## config.mk

```make
export PLATFORM = sky130hd
export DESIGN_NAME = css_selector_regs
export DESIGN_NICKNAME = d
export VERILOG_FILES = /design/src/css_pkg.sv /design/src/css_verb_decode.sv /design/src/css_power_seq.sv /design/src/css_selector_regs.sv
export VERILOG_INCLUDE_DIRS = /design/src
export SDC_FILE = /design/constraint.sdc
export NUM_CORES = 1
export LEC_CHECK = 0
export BUFFER_PORTS_ARGS = -buffer_cell sky130_fd_sc_hd__buf_2
export CORE_MARGIN = 10
export CORE_UTILIZATION = 42
export CTS_CLUSTER_SIZE = 40
export DETAILED_ROUTE_END_ITERATION = 8
export PLACE_DENSITY = 0.69
export SLEW_MARGIN = 40
export SYNTH_ARGS = -nofsm -noshare
export SYNTH_HDL_FRONTEND = slang
export SYNTH_SLANG_ARGS = --single-unit
```

## constraint.sdc

```tcl
create_clock -name mclk -period 2.1 [get_ports mclk]
set_input_delay 0.21 -clock mclk [delete_from_list [all_inputs] [get_ports mclk]]
set_output_delay 0.21 -clock mclk [all_outputs]
set_load 0.01 [all_outputs]
```

## src/css_cfg.svh

```systemverilog
`ifndef CSS_CFG_SVH
`define CSS_CFG_SVH

// ------------------------------------------------------------------
// Addressing and verb codes
// ------------------------------------------------------------------
`define CSS_NODE_ID 8'h14
`define CSS_VERB_GET_PARAM 12'hF00
`define CSS_VERB_GET_SEL 12'hF01
`define CSS_VERB_GET_LIST 12'hF02
`define CSS_VERB_GET_PWR 12'hF05
`define CSS_VERB_GET_SWAP 12'hF0C
`define CSS_VERB_SET_SEL 12'h701
`define CSS_VERB_SET_PWR 12'h705
`define CSS_VERB_SET_SWAP 12'h70C
`define CSS_VERB_SET_AMP 4'h3
`define CSS_VERB_GET_AMP 4'hB
`define CSS_PARAM_WIDGET_CAPABILITIES 8'h09
`define CSS_PARAM_LIST_LEN 8'h0E
`define CSS_PARAM_AMP_CAPS 8'h12
`define CSS_LIST_OFS_LOWER 8'h00
`define CSS_LIST_OFS_UPPER 8'h04

// ------------------------------------------------------------------
// Fixed parameter words
// ------------------------------------------------------------------
`define CSS_WIDGET_CAPABILITIES_TYPE 4'h3
`define CSS_WIDGET_CAPABILITIES_DELAY 4'h0
`define CSS_WIDGET_CAPABILITIES_FLAGS 12'hD0D
`define CSS_WIDGET_CAPABILITIES_VALUE {8'h00, `CSS_WIDGET_CAPABILITIES_TYPE, `CSS_WIDGET_CAPABILITIES_DELAY, 4'h0, `CSS_WIDGET_CAPABILITIES_FLAGS}
`define CSS_LIST_LONG_FORM 1'b0
`define CSS_SRC_COUNT 7'h05
`define CSS_LIST_LEN_VALUE {24'h00_0000, `CSS_LIST_LONG_FORM, `CSS_SRC_COUNT}
`define CSS_SRC0_NID 8'h16
`define CSS_SRC1_NID 8'h10
`define CSS_SRC2_NID 8'h11
`define CSS_SRC3_NID 8'h0E
`define CSS_SRC4_NID 8'h0F
`define CSS_NO_SOURCE 8'h00
`define CSS_LIST_LOWER_VALUE {`CSS_SRC3_NID, `CSS_SRC2_NID, `CSS_SRC1_NID, `CSS_SRC0_NID}
`define CSS_LIST_UPPER_VALUE {24'h00_0000, `CSS_SRC4_NID}
`define CSS_AMP_MUTE_CAP 1'b1
`define CSS_AMP_STEP_CODE 7'h03
`define CSS_AMP_NUM_STEPS 7'h2E
`define CSS_AMP_ZERO_DB 7'h10
`define CSS_AMP_CAPS_VALUE {`CSS_AMP_MUTE_CAP, 8'h00, `CSS_AMP_STEP_CODE, 1'b0, `CSS_AMP_NUM_STEPS, 1'b0, `CSS_AMP_ZERO_DB}

// ------------------------------------------------------------------
// Field positions and reset values
// ------------------------------------------------------------------
`define CSS_AMP_OUT_BIT 15
`define CSS_AMP_LEFT_BIT 13
`define CSS_AMP_RIGHT_BIT 12
`define CSS_AMP_MUTE_BIT 7
`define CSS_AMP_GAIN_MSB 5
`define CSS_AMP_MUTE_RST 1'b1
`define CSS_AMP_GAIN_RST 6'h10
`define CSS_SEL_MSB 2
`define CSS_SEL_RST 3'h0
`define CSS_PWR_LOST_BIT 10
`define CSS_PWR_ERR_BIT 8
`define CSS_PWR_ACT_LSB 4
`define CSS_PWR_SET_MSB 1
`define CSS_PWR_SET_RST 2'h0
`define CSS_PWR_ACT_RST 2'h3
`define CSS_SWAP_BIT 2
`define CSS_SWAP_RST 1'b0

// ------------------------------------------------------------------
// Timing
// ------------------------------------------------------------------
`define CSS_CLK_NS 8
`define CSS_PWR_SETTLE_NS 80
`define CSS_PWR_SETTLE_CYC ((`CSS_PWR_SETTLE_NS + `CSS_CLK_NS - 1) / `CSS_CLK_NS)

`endif

```

## src/css_pkg.sv

```systemverilog
package css_pkg;

  // ------------------------------------------------------------------
  // Types
  // ------------------------------------------------------------------
  typedef enum logic [3:0] {
    CSS_CMD_NONE,
    CSS_CMD_GET_PARAM,
    CSS_CMD_GET_SEL,
    CSS_CMD_GET_LIST,
    CSS_CMD_GET_PWR,
    CSS_CMD_GET_SWAP,
    CSS_CMD_GET_AMP,
    CSS_CMD_SET_SEL,
    CSS_CMD_SET_PWR,
    CSS_CMD_SET_SWAP,
    CSS_CMD_SET_AMP
  } css_cmd_t;

  typedef enum logic [1:0] {
    CSS_PS_IDLE = 2'b01,
    CSS_PS_SETTLE = 2'b10
  } css_pwr_fsm_t;

  typedef logic [1:0] css_pstate_t;

  // Every write verb counts as an access that clears the settings-lost flag.
  function automatic logic css_is_set(input css_cmd_t cmd);
    css_is_set = (cmd == CSS_CMD_SET_SEL) || (cmd == CSS_CMD_SET_PWR) ||
                 (cmd == CSS_CMD_SET_SWAP) || (cmd == CSS_CMD_SET_AMP);
  endfunction : css_is_set

endpackage : css_pkg

```

## src/css_verb_decode.sv

```systemverilog
`timescale 1ns/1ps
`include "css_cfg.svh"

module css_verb_decode
  import css_pkg::*;
(
  input wire logic [7:0] verb_nid,
  input wire logic [19:0] verb_word,
  output logic hit,
  output css_cmd_t cmd
);

  always_comb begin
    hit = (verb_nid == `CSS_NODE_ID);
    cmd = CSS_CMD_NONE;
    if (verb_word[19:16] == `CSS_VERB_SET_AMP) begin
      cmd = CSS_CMD_SET_AMP;
    end else if (verb_word[19:16] == `CSS_VERB_GET_AMP) begin
      cmd = CSS_CMD_GET_AMP;
    end else begin
      case (verb_word[19:8])
        `CSS_VERB_GET_PARAM: cmd = CSS_CMD_GET_PARAM;
        `CSS_VERB_GET_SEL: cmd = CSS_CMD_GET_SEL;
        `CSS_VERB_GET_LIST: cmd = CSS_CMD_GET_LIST;
        `CSS_VERB_GET_PWR: cmd = CSS_CMD_GET_PWR;
        `CSS_VERB_GET_SWAP: cmd = CSS_CMD_GET_SWAP;
        `CSS_VERB_SET_SEL: cmd = CSS_CMD_SET_SEL;
        `CSS_VERB_SET_PWR: cmd = CSS_CMD_SET_PWR;
        `CSS_VERB_SET_SWAP: cmd = CSS_CMD_SET_SWAP;
        default: cmd = CSS_CMD_NONE;
      endcase
    end
  end

endmodule : css_verb_decode

```

## src/css_power_seq.sv

```systemverilog
`timescale 1ns/1ps
`include "css_cfg.svh"

module css_power_seq
  import css_pkg::*;
(
  input wire logic mclk,
  input wire logic rst,
  input wire css_pstate_t set_state,
  input wire css_pstate_t floor_state,
  output css_pstate_t act_state_ff,
  output logic err_ff,
  output logic busy_ff
);

  localparam logic [3:0] SETTLE_CYC = 4'(`CSS_PWR_SETTLE_CYC);

  css_pwr_fsm_t fsm_ff;
  css_pstate_t target_ff;
  logic [3:0] cnt_ff;
  css_pstate_t nxt_target;

  // The widget can never be more awake than its function group allows.
  always_comb begin
    nxt_target = (set_state < floor_state) ? floor_state : set_state;
  end

  always_ff @(posedge mclk) begin
    if (rst) begin
      err_ff <= 1'b0;
    end else begin
      err_ff <= (set_state < floor_state);
    end
  end

  always_ff @(posedge mclk) begin
    if (rst) begin
      fsm_ff <= CSS_PS_IDLE;
      cnt_ff <= 4'h0;
      target_ff <= `CSS_PWR_ACT_RST;
      act_state_ff <= `CSS_PWR_ACT_RST;
      busy_ff <= 1'b0;
    end else begin
      case (fsm_ff)
        CSS_PS_IDLE: begin
          if (nxt_target != act_state_ff) begin
            fsm_ff <= CSS_PS_SETTLE;
            target_ff <= nxt_target;
            cnt_ff <= SETTLE_CYC;
            busy_ff <= 1'b1;
          end
        end
        CSS_PS_SETTLE: begin
          if (cnt_ff == 4'h1) begin
            act_state_ff <= target_ff;
            fsm_ff <= CSS_PS_IDLE;
            busy_ff <= 1'b0;
          end
          cnt_ff <= cnt_ff - 4'h1;
        end
        default: begin
          fsm_ff <= CSS_PS_IDLE;
          busy_ff <= 1'b0;
        end
      endcase
    end
  end

endmodule : css_power_seq

```

## src/css_selector_regs.sv

```systemverilog
`timescale 1ns/1ps
`include "css_cfg.svh"

module css_selector_regs
  import css_pkg::*;
(
  input wire logic mclk,
  input wire logic rst,
  input wire logic verb_valid,
  input wire logic [7:0] verb_nid,
  input wire logic [19:0] verb_word,
  input wire logic [1:0] pwr_floor,
  output logic resp_valid_ff,
  output logic [31:0] resp_data_ff,
  output logic [7:0] src_nid_ff,
  output logic src_valid_ff,
  output logic path_left_mute_ff,
  output logic [5:0] path_left_gain_ff,
  output logic path_right_mute_ff,
  output logic [5:0] path_right_gain_ff,
  output logic [1:0] pwr_act_ff,
  output logic pwr_busy_ff
);

  // ------------------------------------------------------------------
  // Verb decode
  // ------------------------------------------------------------------
  logic hit;
  css_cmd_t cmd;
  logic take;
  logic [7:0] payload8;
  logic [15:0] payload16;

  css_verb_decode u_decode (
    .verb_nid(verb_nid),
    .verb_word(verb_word),
    .hit(hit),
    .cmd(cmd)
  );

  assign take = verb_valid && hit;
  assign payload8 = verb_word[7:0];
  assign payload16 = verb_word[15:0];

  // ------------------------------------------------------------------
  // Output amplifier controls, index 0 is left and 1 is right
  // ------------------------------------------------------------------
  logic amp_mute_ff [2];
  logic [5:0] amp_gain_ff [2];

  genvar ch;
  generate
    for (ch = 0; ch < 2; ch++) begin : g_amp
      localparam int SEL_BIT = (ch == 0) ? `CSS_AMP_LEFT_BIT : `CSS_AMP_RIGHT_BIT;
      // Writes aimed only at the absent input amplifier are ignored.
      always_ff @(posedge mclk) begin
        if (rst) begin
          amp_mute_ff[ch] <= `CSS_AMP_MUTE_RST;
          amp_gain_ff[ch] <= `CSS_AMP_GAIN_RST;
        end else if (take && cmd == CSS_CMD_SET_AMP && payload16[`CSS_AMP_OUT_BIT] && payload16[SEL_BIT]) begin
          amp_mute_ff[ch] <= payload16[`CSS_AMP_MUTE_BIT];
          amp_gain_ff[ch] <= payload16[`CSS_AMP_GAIN_MSB:0];
        end
      end
    end
  endgenerate

  // ------------------------------------------------------------------
  // Source select, swap and requested power state
  // ------------------------------------------------------------------
  logic [2:0] sel_ff;
  logic swap_ff;
  css_pstate_t pset_ff;
  logic lost_ff;

  always_ff @(posedge mclk) begin
    if (rst) begin
      sel_ff <= `CSS_SEL_RST;
    end else if (take && cmd == CSS_CMD_SET_SEL) begin
      sel_ff <= payload8[`CSS_SEL_MSB:0];
    end
  end

  always_ff @(posedge mclk) begin
    if (rst) begin
      swap_ff <= `CSS_SWAP_RST;
    end else if (take && cmd == CSS_CMD_SET_SWAP) begin
      swap_ff <= payload8[`CSS_SWAP_BIT];
    end
  end

  always_ff @(posedge mclk) begin
    if (rst) begin
      pset_ff <= `CSS_PWR_SET_RST;
    end else if (take && cmd == CSS_CMD_SET_PWR) begin
      pset_ff <= payload8[`CSS_PWR_SET_MSB:0];
    end
  end

  // Only reset sets this flag, so no access can race a set.
  always_ff @(posedge mclk) begin
    if (rst) begin
      lost_ff <= 1'b1;
    end else if (take && (cmd == CSS_CMD_GET_PWR || css_is_set(cmd))) begin
      lost_ff <= 1'b0;
    end
  end

  // ------------------------------------------------------------------
  // Power sequencing
  // ------------------------------------------------------------------
  logic pwr_err;

  css_power_seq u_power (
    .mclk(mclk),
    .rst(rst),
    .set_state(pset_ff),
    .floor_state(pwr_floor),
    .act_state_ff(pwr_act_ff),
    .err_ff(pwr_err),
    .busy_ff(pwr_busy_ff)
  );

  // ------------------------------------------------------------------
  // Audio path controls
  // ------------------------------------------------------------------
  logic [7:0] nxt_src_nid;

  always_comb begin
    case (sel_ff)
      3'h0: nxt_src_nid = `CSS_SRC0_NID;
      3'h1: nxt_src_nid = `CSS_SRC1_NID;
      3'h2: nxt_src_nid = `CSS_SRC2_NID;
      3'h3: nxt_src_nid = `CSS_SRC3_NID;
      3'h4: nxt_src_nid = `CSS_SRC4_NID;
      default: nxt_src_nid = `CSS_NO_SOURCE;
    endcase
  end

  // An out-of-range index drops the route rather than aliasing onto a real input.
  always_ff @(posedge mclk) begin
    if (rst) begin
      src_nid_ff <= `CSS_SRC0_NID;
      src_valid_ff <= 1'b1;
    end else begin
      src_nid_ff <= nxt_src_nid;
      src_valid_ff <= ({4'h0, sel_ff} < `CSS_SRC_COUNT);
    end
  end

  always_ff @(posedge mclk) begin
    if (rst) begin
      path_left_mute_ff <= `CSS_AMP_MUTE_RST;
      path_left_gain_ff <= `CSS_AMP_GAIN_RST;
      path_right_mute_ff <= `CSS_AMP_MUTE_RST;
      path_right_gain_ff <= `CSS_AMP_GAIN_RST;
    end else begin
      path_left_mute_ff <= swap_ff ? amp_mute_ff[1] : amp_mute_ff[0];
      path_left_gain_ff <= swap_ff ? amp_gain_ff[1] : amp_gain_ff[0];
      path_right_mute_ff <= swap_ff ? amp_mute_ff[0] : amp_mute_ff[1];
      path_right_gain_ff <= swap_ff ? amp_gain_ff[0] : amp_gain_ff[1];
    end
  end

  // ------------------------------------------------------------------
  // Responses
  // ------------------------------------------------------------------
  logic [31:0] nxt_resp_data;
  logic amp_ch;

  assign amp_ch = !payload16[`CSS_AMP_LEFT_BIT];

  always_comb begin
    nxt_resp_data = 32'h0000_0000;
    case (cmd)
      CSS_CMD_GET_PARAM: begin
        if (payload8 == `CSS_PARAM_WIDGET_CAPABILITIES) begin
          nxt_resp_data = `CSS_WIDGET_CAPABILITIES_VALUE;
        end else if (payload8 == `CSS_PARAM_LIST_LEN) begin
          nxt_resp_data = `CSS_LIST_LEN_VALUE;
        end else if (payload8 == `CSS_PARAM_AMP_CAPS) begin
          nxt_resp_data = `CSS_AMP_CAPS_VALUE;
        end
      end
      CSS_CMD_GET_LIST: begin
        if (payload8 == `CSS_LIST_OFS_LOWER) begin
          nxt_resp_data = `CSS_LIST_LOWER_VALUE;
        end else if (payload8 == `CSS_LIST_OFS_UPPER) begin
          nxt_resp_data = `CSS_LIST_UPPER_VALUE;
        end
      end
      CSS_CMD_GET_AMP: begin
        if (payload16[`CSS_AMP_OUT_BIT]) begin
          nxt_resp_data[`CSS_AMP_MUTE_BIT] = amp_mute_ff[amp_ch];
          nxt_resp_data[`CSS_AMP_GAIN_MSB:0] = amp_gain_ff[amp_ch];
        end
      end
      CSS_CMD_GET_SEL: begin
        nxt_resp_data[`CSS_SEL_MSB:0] = sel_ff;
      end
      CSS_CMD_GET_PWR: begin
        nxt_resp_data[`CSS_PWR_LOST_BIT] = lost_ff;
        nxt_resp_data[`CSS_PWR_ERR_BIT] = pwr_err;
        nxt_resp_data[`CSS_PWR_ACT_LSB +: 2] = pwr_act_ff;
        nxt_resp_data[`CSS_PWR_SET_MSB:0] = pset_ff;
      end
      CSS_CMD_GET_SWAP: begin
        nxt_resp_data[`CSS_SWAP_BIT] = swap_ff;
      end
      default: begin
        nxt_resp_data = 32'h0000_0000;
      end
    endcase
  end

  // Every verb to this node, known or not, gets exactly one response word.
  always_ff @(posedge mclk) begin
    if (rst) begin
      resp_valid_ff <= 1'b0;
      resp_data_ff <= 32'h0000_0000;
    end else begin
      resp_valid_ff <= take;
      resp_data_ff <= take ? nxt_resp_data : 32'h0000_0000;
    end
  end
endmodule : css_selector_regs

```

# --- After elaboration in Yosys (flattened, before gate mapping) ---
# Memory sizes are Yosys's and may differ from the RTL's.
# Index checks and enable logic that the tools add are counted.
classes:
  addsub: 1
  n_lt_le_gt_ge: 2
  n_eq_ne: 35
  mux: 46
  bitwise: 5
  reduce_logical: 22
ops:
  columns: ["op", "count"]
  rows:
  - ["32-bit two-way mux", 3]
  - ["12-bit equality test (second input constant)", 5]
  - ["21-bit case mux with 2 select lines", 1]
  - ["12-bit by 11-bit equality test with 1-bit output (second input constant)", 3]
  - ["4-bit case mux with 8 select lines", 1]
  - ["6-bit two-way mux", 5]
  - ["28-bit two-way mux", 1]
  - ["5-bit case mux with 5 select lines", 1]
  - ["4-bit by 3-bit equality test with 1-bit output (second input constant)", 4]
  - ["4-bit equality test (second input constant)", 4]
  - ["8-bit by 4-bit equality test with 1-bit output (second input constant)", 2]
  - ["8-bit by 5-bit equality test with 1-bit output (second input constant)", 2]
  - ["4-bit two-way mux", 4]
  - ["1-bit two-way mux", 15]
  - ["4-bit by 2-bit equality test with 1-bit output (second input constant)", 3]
  - ["1-bit case mux with 3 select lines", 4]
  - ["2-bit case mux with 5 select lines", 1]
  - ["1-bit logical AND", 9]
  - ["4-bit by 1-bit equality test with 1-bit output (second input constant)", 2]
  - ["8-bit by 3-bit equality test with 1-bit output (second input constant)", 1]
  - ["8-bit zero test", 1]
  - ["2-bit case mux with 4 select lines", 1]
  - ["4-bit case mux with 2 select lines", 1]
  - ["2-bit AND reduction", 4]
  - ["21 further kinds", 33]
word_totals:
  ff_bits: 75
  ram_bits: 14
  input_bits: 33
  out_inout_bits: 59
  word_cells: 131
  mem_count: 2
mem_list:
  columns: ["memory", "depth", "word_bits", "read_ports", "rd_clocked_by_memory_dff", "write_ports", "line_no", "rtl"]
  rows:
  - ["amp_gain_ff", 2, 6, 3, 0, 2, "css_selector_regs.sv:49", "logic [5:0] amp_gain_ff [2];"]
  - ["amp_mute_ff", 2, 1, 3, 0, 2, "css_selector_regs.sv:48", "logic amp_mute_ff [2];"]

# --- Logic depth before layout (Yosys ltp) ---
# Gate-level depths: netlist of the first run.
depth:
  ltp_word: 12
  mapped_depth: 7
  mapped_depth_nobuf: 7

# --- Cells and area by module ---
# From an unflattened synthesis of the first run, not the netlist that was laid out.
unflattened:
  hier_cells: 348
  hier_area_um2: 3357.0
by_module_without_submodules:
  columns: ["module", "instances", "cells_per_inst", "area_each_um2", "seq_area_each_um2"]
  rows:
  - ["css_selector_regs", 1, 249, 2493.6, 1271.2]
  - ["css_power_seq", 1, 74, 684.4, 220.2]
  - ["css_verb_decode", 1, 25, 178.9, 0.0]

# --- Worst setup path before layout of the first run ---
# OpenSTA, ideal clock, no wires.
synth_timing:
  path_kind: "input port to flip-flop"
  from: "input port verb_word[13]"
  to: "register resp_data_ff[3]"
  setup_time_ps: 87
  arrival_time_ps: 1859
  required_time_ps: 2013
  setup_slack_ps: 154
  cell_stages: 6
  n_path_buf: 1
  path_cell_list: "buf_6 or4_4 or2_4 nor4_4 a21oi_1 a221oi_2"
synth_via:
  elab_chain_len: 6
  word_cells_on_any_way: 18
  cone_classes: "11 x eq/ne; 5 x mux; 1 x reduce/logical; 1 x memory"
synth_lines:
  columns: ["item", "line_no", "rtl"]
  rows:
  - ["from (decl)", "css_selector_regs.sv:11", "input wire logic [19:0] verb_word,"]
  - ["12-bit by 11-bit equality test with 1-bit output or 12-bit equality test (tied branches)", "css_verb_decode.sv:21", "case (verb_word[19:8])"]
  - ["4-bit case mux with 8 select lines", "css_verb_decode.sv:21", null]
  - ["4-bit two-way mux", "css_verb_decode.sv:18", "end else if (verb_word[19:16] == `CSS_VERB_GET_AMP) begin"]
  - ["4-bit two-way mux", "css_verb_decode.sv:16", "if (verb_word[19:16] == `CSS_VERB_SET_AMP) begin"]
  - ["4-bit by 3-bit equality test with 1-bit output, or another cell as far along", "css_selector_regs.sv:175", "case (cmd)"]
  - ["1-bit case mux with 3 select lines *", "css_selector_regs.sv:175", null]
  - ["to (signal assigned)", "css_selector_regs.sv:223", "resp_data_ff <= take ? nxt_resp_data : 32'h0000_0000;"]
  - ["to (decl)", "css_selector_regs.sv:14", "output logic [31:0] resp_data_ff,"]
# Every way passes the cells marked *; elsewhere a longest branch is shown, timed or not.
# A chain may end at the register's enable or synchronous reset.

# --- Worst setup path after layout of the first run ---
layout_timing:
  from: "register pset_ff[1]"
  to: "register u_power.fsm_ff[1]"
layout_via:
  elab_chain_len: 5
layout_lines:
  columns: ["item", "line_no", "rtl"]
  rows:
  - ["from (decl)", "css_selector_regs.sv:73", "css_pstate_t pset_ff;"]
  - ["from (signal assigned)", "css_selector_regs.sv:94", "pset_ff <= `CSS_PWR_SET_RST;"]
  - ["from (signal assigned)", "css_selector_regs.sv:96", "pset_ff <= payload8[`CSS_PWR_SET_MSB:0];"]
  - ["2-bit < comparator", "css_power_seq.sv:25", "nxt_target = (set_state < floor_state) ? floor_state : set_state;"]
  - ["2-bit two-way mux *", "css_power_seq.sv:25", null]
  - ["2-bit != test *", "css_power_seq.sv:46", "if (nxt_target != act_state_ff) begin"]
  - ["2-bit by 1-bit != test with 1-bit output (no source line) *", null, null]
  - ["2-bit AND reduction (no source line) *", null, null]
  - ["to (signal assigned)", "css_power_seq.sv:38", "fsm_ff <= CSS_PS_IDLE;"]
  - ["to (signal assigned)", "css_power_seq.sv:47", "fsm_ff <= CSS_PS_SETTLE;"]
  - ["to (signal assigned)", "css_power_seq.sv:56", "fsm_ff <= CSS_PS_IDLE;"]
  - ["to (decl)", "css_power_seq.sv:18", "css_pwr_fsm_t fsm_ff;"]
# Marks and branches as above.

==> parameters.txt, run 1 <==
Parameter                              Value

Worst hold path
  Startpoint of the worst hold path ... verb_word[7]
  Path type of the worst min-delay path ... input pin to flip-flop
  Hold Crit Depth ... 2

Synth
  Synth unique cells ... 57
  Synthesis-stage register bit count ... 68
  Top-count cell post-synth ... dfxtp_1
  Most instantiated cells after synthesis ... dfxtp_1 (55), nor2_1 (44), mux2i_1 (29), nand2_1 (28), buf_4 (20)
  Portion of the post-synthesis area used by sequential elements ... between 40% and 50%
  Post-synth EDFFs ... 13
  Fraction of synthesis flops using an asynchronous set or reset pin ... 0%
  Leading area contributor after synthesis ... dfxtp_1
  Average size of a mapped cell ... 9.41 sq um
  Area share of the leading cell type in the synthesized netlist ... 33.3%
  Synth top area cells ... dfxtp_1 (33%), edfxtp_1 (12%), mux2i_1 (8.8%), nor2_1 (5.0%), buf_4 (4.5%)
  Gate Count Post-Synth ... approximately 350
  Most instantiated flip-flop cell in the synthesis netlist ... dfxtp_1
  Synthesis Warnings ... 0
  Combined area of all synthesized cells ... 0.00330 sq mm

Detailed routing
  Vias after detailed routing ... approximately 2.7k
  Via/cell ratio ... between 5 and 6
  First-pass detailed-route iteration total ... 4
  Highest signal layer in the routed design ... met4
  Number of design rule violations left after detail routing ... 0
  Wire length reported by the detailed router ... 8290 um
  Total routed wire length on the met1 layer ... 3790 um
  Number of DRC violations after detailed-routing iteration 0 ... 131
  Residual antenna-violating net count after detailed routing ... 0
  Routed length on met2 ... 3740 um
  WL per Instance ... 15.5 um
  Met3 Routed Length ... between 500 and 600 um

Setup path
  R2R Setup Slk ... 0.16 ns
  Number of cell instances on the worst register-to-register path ... 7
  Data required time of the worst path ... 2.34 ns
  Worst R2R Start ... pset_ff[1]$_SDFFE_PP0P_
  CP Class ... flip-flop to flip-flop
  Crit path launch type ... flip-flop
  Sort of element at the end of the critical path ... flip-flop
  Largest fanout on the critical path ... 7
  Timing startpoint of the critical path ... pset_ff[1]$_SDFFE_PP0P_
  Arrival time of the worst setup path ... 2.18 ns

CTS
  Cts repair resizes ... 0
  Maximum clock insertion buffer count ... 2
  Clock network latency to the later pin of the worst-skew pair ... between 0.3 and 0.4 ns
  CTS tree ... built
  Count of hold buffers inserted by post-cts repair ... 0
  CTS clock-pin slew for the worst setup and hold paths ... 0.07 ns
  Clock sink count ... 68
  Clock Tree Root ... clkbuf_8
  Maximum level of the CTS H-tree ... 3
  Buffers inserted during post-CTS setup optimization ... 0
  Cts bufs inserted ... 9

Timing
  Final Hold Slack ... between 0.15 and 0.2 ns
  Number of failing setup endpoints in the final timing report ... 0
  Fmax ... 516 MHz
  Final max-slew violation count ... 0
  Post-route minimum period ... 1.94 ns
  Hold Vio Cnt, Final ... 0
  Setup repair after global routing missed its margin ... false
  Setup skew after layout ... roughly 0.0095 ns
  Setup ws final ... roughly 0.16 ns
  Final-layout setup total negative slack ... 0 ns
  Final worst path period share ... 92.2%
  Transition time of the tightest slew-check pin ... between 0.5 and 0.6 ns
  Worst slew slack as a fraction of its limit ... 61.8%

Power and ir drop
  Worst VDD drop ... 328 uV
  Leakage power ... 0.00163 uW
  Power density normalized to cell area ... 712 mW/mm^2

Floorplan
  Total die area ... 0.0118 sq mm
  Core region area ... 0.00769 sq mm
  Std-Cell Rows ... 32
  Die Span Y ... 109 um
  Initial cell density of the core ... 43.0%
  I/O Pins ... 92
  Die X ... 109 um

Placed design
  Pre-CTS setup slack ... -0.0444 ns
  Half-perimeter wire length after placement ... 6550 um
  PortBufs ... 77
  Post-DP Area ... 0.00375 sq mm
  Final Wtd Congestion ... 0.898

Cells and area
  Antenna diode instance count ... 0
  Filler cell count in the final layout ... 738
  Post-route cell area ... 0.00396 sq mm
  Fraction of final layout cells with drive strength greater than 1 ... 27.6%
  Nets ... 466
  Final core utilization ... between 50% and 60%
  Layout area overhead ... 19.9%

Global route
  Vias in the first global route ... 2,701
  Overall routing resource usage ... 14.0%
  GR Overflow Total ... 0
  Initial antenna violation count ... 0
  First-pass GRT wire length ... 13,300 um
  Maximum number of pins on one net before global-route repair ... 27

Run
  Max-cap violation count ... 0

Outcome
  Result of the run ... finished, final reports clean
where the power goes:
part | switching, uW | total (uW) | internal, uW | leakage (uW)
registers | 37.2 | 1410 | 1370 | 0.000574
clock network | 481 | 1140 | 663 | 0.000101
logic | 157 | 267 | 110 | 0.000953
flip-flops by register name, summed over array words and instances, names as in the netlist, 3 cells and up:
name and flops:
path_right_gain_ff 6, sel_ff 3, resp_data_ff 16, u_power.cnt_ff 4, src_nid_ff 4, amp_gain_ff 12, path_left_gain_ff 6
placed cells by master, fill, tap and decap left out, types with 2 or more instances in the layout:
cell type	netlist	routed
a31oi_1	2	2
conb_1	1	14
o211ai_1	2	2
nand4_1	4	4
xnor2_1	5	5
a22oi_1	3	3
a211oi_1	3	3
nor2_1	44	44
nand3b_1	6	6
clkbuf_1	15	2
or4b_2	2	2
buf_2	0	77
o21a_1	2	2
or3b_2	2	2
nor3_1	6	6
and2_1	11	11
a21oi_1	16	16
ha_1	4	4
dfxtp_1	55	55
nand3_1	6	6
nor3b_1	6	6
a221oi_1	3	3
and3_1	2	2
o21ai_0	7	7
nand2_1	28	28
edfxtp_1	13	13
nor2b_1	3	3
nor4_1	2	2
inv_1	13	13
and3b_1	2	2
mux2i_1	29	29
nor4_2	2	2
nand2b_1	7	7
clkbuf_8	0	9
buf_4	20	15
bufinv_16	0	2
critical path: stages (launching register included):
cell and delay (ns):
dfxtp_1 0.41, inv_1 0.06, ha_1 0.29, nand2b_1 0.08, a2111o_1 0.41, o211ai_1 0.28
nor2_1 0.11, o21a_1 0.19
final timing paths:
kind	endpoint
setup / recovery	u_power.fsm_ff[1]$_SDFFE_PP0P_
hold / removal	amp_mute_ff[1]$_DFF_P_
setup reg to reg	u_power.fsm_ff[1]$_SDFFE_PP0P_
hold reg to reg	resp_data_ff[8]$_SDFF_PP0_
stage by stage:
step | total power, uW | std cells
floorplan | 1610 | 364
global placement | 1700 | 520
detailed placement | 1700 | 520
CTS | 2840 | 536
global route | 2920 | 536
finish | 2820 | 536
logic make-up after synthesis:
family,count (synthesis),synth area share (%)
AOI/OAI and AO/OA,52,11.7
DFF,68,45.1
buffers and inverters,51,8.29
and+or+nand+nor,140,22.9
muxes,29,8.78
other,1,0.113
adders and majority gates,4,1.51
xor gates and xnor gates,6,1.59
per-layer routing:
metal | global-route usage [%] | vias up
met5 | 0 | -
met4 | 6.03 | 0
met3 | 4.13 | 14
met2 | 22.0 | 99
met1 | 17.4 | 1242
li1 | - | 1343
layout make-up:
cell class | instances | area (sq um) | area share [%]
repair buffers | 92 | 498 | 12.6
clock inverters | 5 | 76.3 | 1.93
well taps | 102 | 128 | 3.22
multi-input cells | 245 | 1590 | 40.1
inverters | 13 | 48.8 | 1.23
clock buffers | 11 | 131 | 3.32
flip-flops and latches | 68 | 1490 | 37.7
(Power assumes the default switching activity.)
==> inputs of run 2 (changes only) <==
Settings changed: ABC_AREA from default to 1.
==> run 2 against run 1 <==
  * Critical path depth grew 6
  * Critical path type unchanged
  * Largest power group unchanged
  * Cell count is 16% higher
  * Highest routed layer unchanged
  * Synthesized cell count rose by 25%
  * Register-to-register slack gained 0.11 ns
  * Count of clock-buffer cells in the layout down 1
  * Worst setup slack better by 0.11 ns
==> parameters.txt, run 2 <==
Parameter                              Value

Outcome
  Result of the run ... finished, final reports clean

Floorplan
  Die X ... 110 um (+0.97%)
  I/O Pins ... 92 (unchanged)
  Core region area ... 0.00777 sq mm (+1.0%)
  Die Span Y ... 110 um (+0.97%)
  Std-Cell Rows ... 32 (unchanged)
  Initial cell density of the core ... 43.6% (+0.57 points)
  Total die area ... 0.0120 sq mm (+1.9%)

Detailed routing
  First-pass detailed-route iteration total ... 5 (+1)
  Number of design rule violations left after detail routing ... 0 (unchanged)
  Number of DRC violations after detailed-routing iteration 0 ... 158 (+21%)
  WL per Instance ... 14.7 um (-5.0%)
  Residual antenna-violating net count after detailed routing ... 0 (unchanged)
  Wire length reported by the detailed router ... 9160 um (+11%)
  Via/cell ratio ... 4.75 (-5.5%)
  Vias after detailed routing ... 2,967 (+10%)

CTS
  CTS tree ... built
  Cts repair resizes ... 0 (unchanged)
  Count of hold buffers inserted by post-cts repair ... 0 (unchanged)
  CTS clock-pin slew for the worst setup and hold paths ... 0.08 ns (about the same)
  Clock Tree Root ... clkbuf_8
  Maximum level of the CTS H-tree ... 3 (unchanged)
  Cts bufs inserted ... 9 (unchanged)
  Clock sink count ... 68 (unchanged)
  Clock network latency to the later pin of the worst-skew pair ... 0.35 ns (about the same)
  Maximum clock insertion buffer count ... 2 (unchanged)
  Buffers inserted during post-CTS setup optimization ... 0 (unchanged)

Timing
  Number of failing setup endpoints in the final timing report ... 0 (unchanged)
  Fmax ... 547 MHz (+6.0%)
  Final worst path period share ... 87.0% (-5.2 points)
  Worst slew slack as a fraction of its limit ... 63.9% (+2.0 points)
  Setup repair after global routing missed its margin ... false
  Post-route minimum period ... 1.83 ns (-0.109 ns)
  Final max-slew violation count ... 0 (unchanged)
  Setup skew after layout ... 0.0115 ns (+0.00202 ns)
  Transition time of the tightest slew-check pin ... 0.541 ns (-0.0287 ns)
  Hold Vio Cnt, Final ... 0 (unchanged)
  Final-layout setup total negative slack ... 0 ns (unchanged)

Cells and area
  Number of flip-flops under the largest register name ... 16 (unchanged)
  Most frequent cells in the layout ... buf_2 (77), nand2_1 (75), nor2_1 (68), dfxtp_1 (55), inv_1 (52)
  Fraction of final layout cells with drive strength greater than 1 ... 26.6% (-1.0 points)
  Layout area overhead ... 19.3%
  Antenna diode instance count ... 0 (unchanged)
  Largest registers ... resp_data_ff x16, amp_gain_ff x12
  Biggest register ... resp_data_ff
  Most frequent standard cell in the layout excluding fill and tap cells ... buf_2
  Nets ... 554 (+19%)

Power and ir drop
  Combinational group share of total power ... 8.8% (-0.7 points)
  Sequential share of power ... 47.3% (-2.7 points)
  Worst VDD drop ... 387 uV (+18%)
  Leakage power ... 0.00200 uW (+23%)
  Overall power of the completed layout ... 2970 uW (+5.1%)
  Part of the total power dissipated in the clock network ... 43.9% (+3.3 points)
  Power density normalized to cell area ... 735 mW/mm^2 (+3.1%)
  Switching Power ... 714 uW (+5.7%)
  Int Pwr ... 2250 uW (+5.0%)
  Sw frac ... 24.1% (+0.12 points)

Setup path
  Most frequent cell on the critical path ... nand2_1
  R2R Setup Slk ... 0.27 ns (+0.11 ns)
  Sort of element at the end of the critical path ... flip-flop
  Data required time of the worst path ... 2.34 ns (about the same)
  CP Class ... flip-flop to flip-flop
  Crit path launch type ... flip-flop
  Arrival time of the worst setup path ... 2.07 ns (-0.11 ns)
  Largest fanout on the critical path ... 7 (unchanged)
  Crit-path max cell delay ... 0.38 ns (-0.03 ns)
  Critical-path top delay cell ... dfxtp_1
  Ordered cell list for the critical path ... inv_1 > ha_1 > inv_1 > nand2_1 > nand2_1 > nand2_1 > nand2_1 > nand2_1 > nand3_1 > nand2_1 > inv_1 > o21ai_0 > inv_1

Placed design
  Half-perimeter wire length after placement ... 7360 um (+12%)
  PortBufs ... 77 (unchanged)
  Final Wtd Congestion ... 0.877 (-2.3%)

Synth
  Xor/xnor share of the synthesized area ... 0.518% (-1.1 points)
  Post-synth EDFFs ... 13 (unchanged)
  Fraction of synthesis flops using an asynchronous set or reset pin ... 0% (unchanged)
  Area share of the leading cell type in the synthesized netlist ... 32.5% (-0.78 points)
  Portion of the post-synthesis area used by sequential elements ... 44.1% (-1.1 points)
  Synthesis-stage register bit count ... 68 (unchanged)
  Top-count cell post-synth ... nand2_1
  Synthesis Warnings ... 0 (unchanged)
  Simple-Gate Fraction of Synth Area ... 31.8% (+8.9 points)
  Synth top area cells ... dfxtp_1 (33%), edfxtp_1 (12%), nand2_1 (8.3%), nor2_1 (7.5%), inv_1 (5.8%)
  Average size of a mapped cell ... 7.72 sq um (-18%)
  Most instantiated cells after synthesis ... nand2_1 (75), nor2_1 (68), dfxtp_1 (55), inv_1 (52), nand3_1 (27)
  Synth Area in Adders ... 1.48% (-0.035 points)
  Combined area of all synthesized cells ... 0.00338 sq mm (+2.4%)
  Gate Count Post-Synth ... 438 (+25%)
  Most instantiated flip-flop cell in the synthesis netlist ... dfxtp_1
  Post-synthesis mux area share ... 0% (-8.8 points)
  Largest family of logic cells by synthesized area ... simple AND/OR/NAND/NOR gates
  Synth unique cells ... 42 (-26%)
  Complex-gate fraction of the synthesized area ... 9.50% (-2.2 points)
  Leading area contributor after synthesis ... dfxtp_1

Global route
  Maximum number of pins on one net before global-route repair ... 16 (-41%)
  Initial antenna violation count ... 0 (unchanged)
  Overall routing resource usage ... 15.5% (+1.5 points)
  GR Overflow Total ... 0 (unchanged)
  Vias in the first global route ... 2,981 (+10%)
  First-pass GRT wire length ... 14,400 um (+8.9%)

Run
  Max-cap violation count ... 0 (unchanged)

Worst hold path
  Path type of the worst min-delay path ... input pin to flip-flop
==> run 2: cell types whose count changed after synthesis, moves of 16 or more <==
cell,change
nand2_1,+47
inv_1,+39
mux2i_1,-29
nor2_1,+24
nand3_1,+21
o21ai_0,+16
==> run 2: area by class of cell <==
type	count	area (sq um)
Clock inverter	6	113
Fill cell	769	3730
Clock buffer	10	128
Sequential cell	68	1490
Timing Repair Buffer	82	423
Tap cell	102	128
Multi-Input combinational cell	293	1520
Inverter	63	239
==> run 2: stage by stage <==
stage | cell area, sq um | worst slack, ns | instances | hold WS, ns | util (%)
2_1_floorplan | 3430 | 0.534 | 451 | 0.303 | -
3_3_place_gp | 3800 | 0.228 | 608 | 0.429 | 48.9
4_1_cts | 4040 | 0.296 | 624 | 0.122 | 52.0
5_1_grt | 4040 | 0.0174 | 624 | 0.134 | 52.0
6_report | 4040 | 0.272 | 624 | 0.129 | 52.0
3_5_place_dp | 3800 | 0.185 | 608 | 0.435 | 48.9
==> run 2: metal layers <==
layer / wire [um] / global-route usage [%]
met1: 3610 / 16.9
met2: 4740 / 27.3
met3: 600 / 4.33
met4: 218 / 6.97
met5: 0 / 0
==> run 2: logic make-up (layout without fill, tap and decap cells) <==
kind of cell             Yosys count  in the layout
XOR/XNOR                           2              2
buffers and inverters             90            161
other                              1             14
flip-flops                        68             68
AO/OA/AOI/OAI                     55             55
adder cells (fa/ha/maj)            4              4
AND/OR/NAND/NOR                  218            218
==> run 2: worst paths after layout <==
kind                             startpoint                        endpoint  cells past startpoint
setup / recovery    pset_ff[1]$_SDFFE_PP0P_  u_power.fsm_ff[1]$_SDFFE_PP0P_                     13
hold / removal                          rst        resp_valid_ff$_SDFF_PP0_                      2
setup reg to reg    pset_ff[1]$_SDFFE_PP0P_  u_power.fsm_ff[1]$_SDFFE_PP0P_                     13
hold reg to reg   u_power.err_ff$_SDFF_PP0_      resp_data_ff[8]$_SDFF_PP0_                      2
==> run 2: power groups by stage <==
| stage | clock (uW) | sequential, uW | combinational (uW) |
|---|---|---|---|
| final | 1300 | 1400 | 260 |
| after global routing | 1390 | 1410 | 292 |
| after CTS | 1320 | 1400 | 261 |
| after detailed placement | 0 | 1430 | 259 |
| after global placement | 0 | 1430 | 253 |
| after floorplan | 0 | 1430 | 176 |
==> run 2: critical path: cells and delay by family, from the launching register on <==
kind	cells	cell delay (ns)
fa+ha+maj	1	0.27
compound gates	1	0.20
flops	1	0.38
simple gates	7	0.59
buf+inv	4	0.29
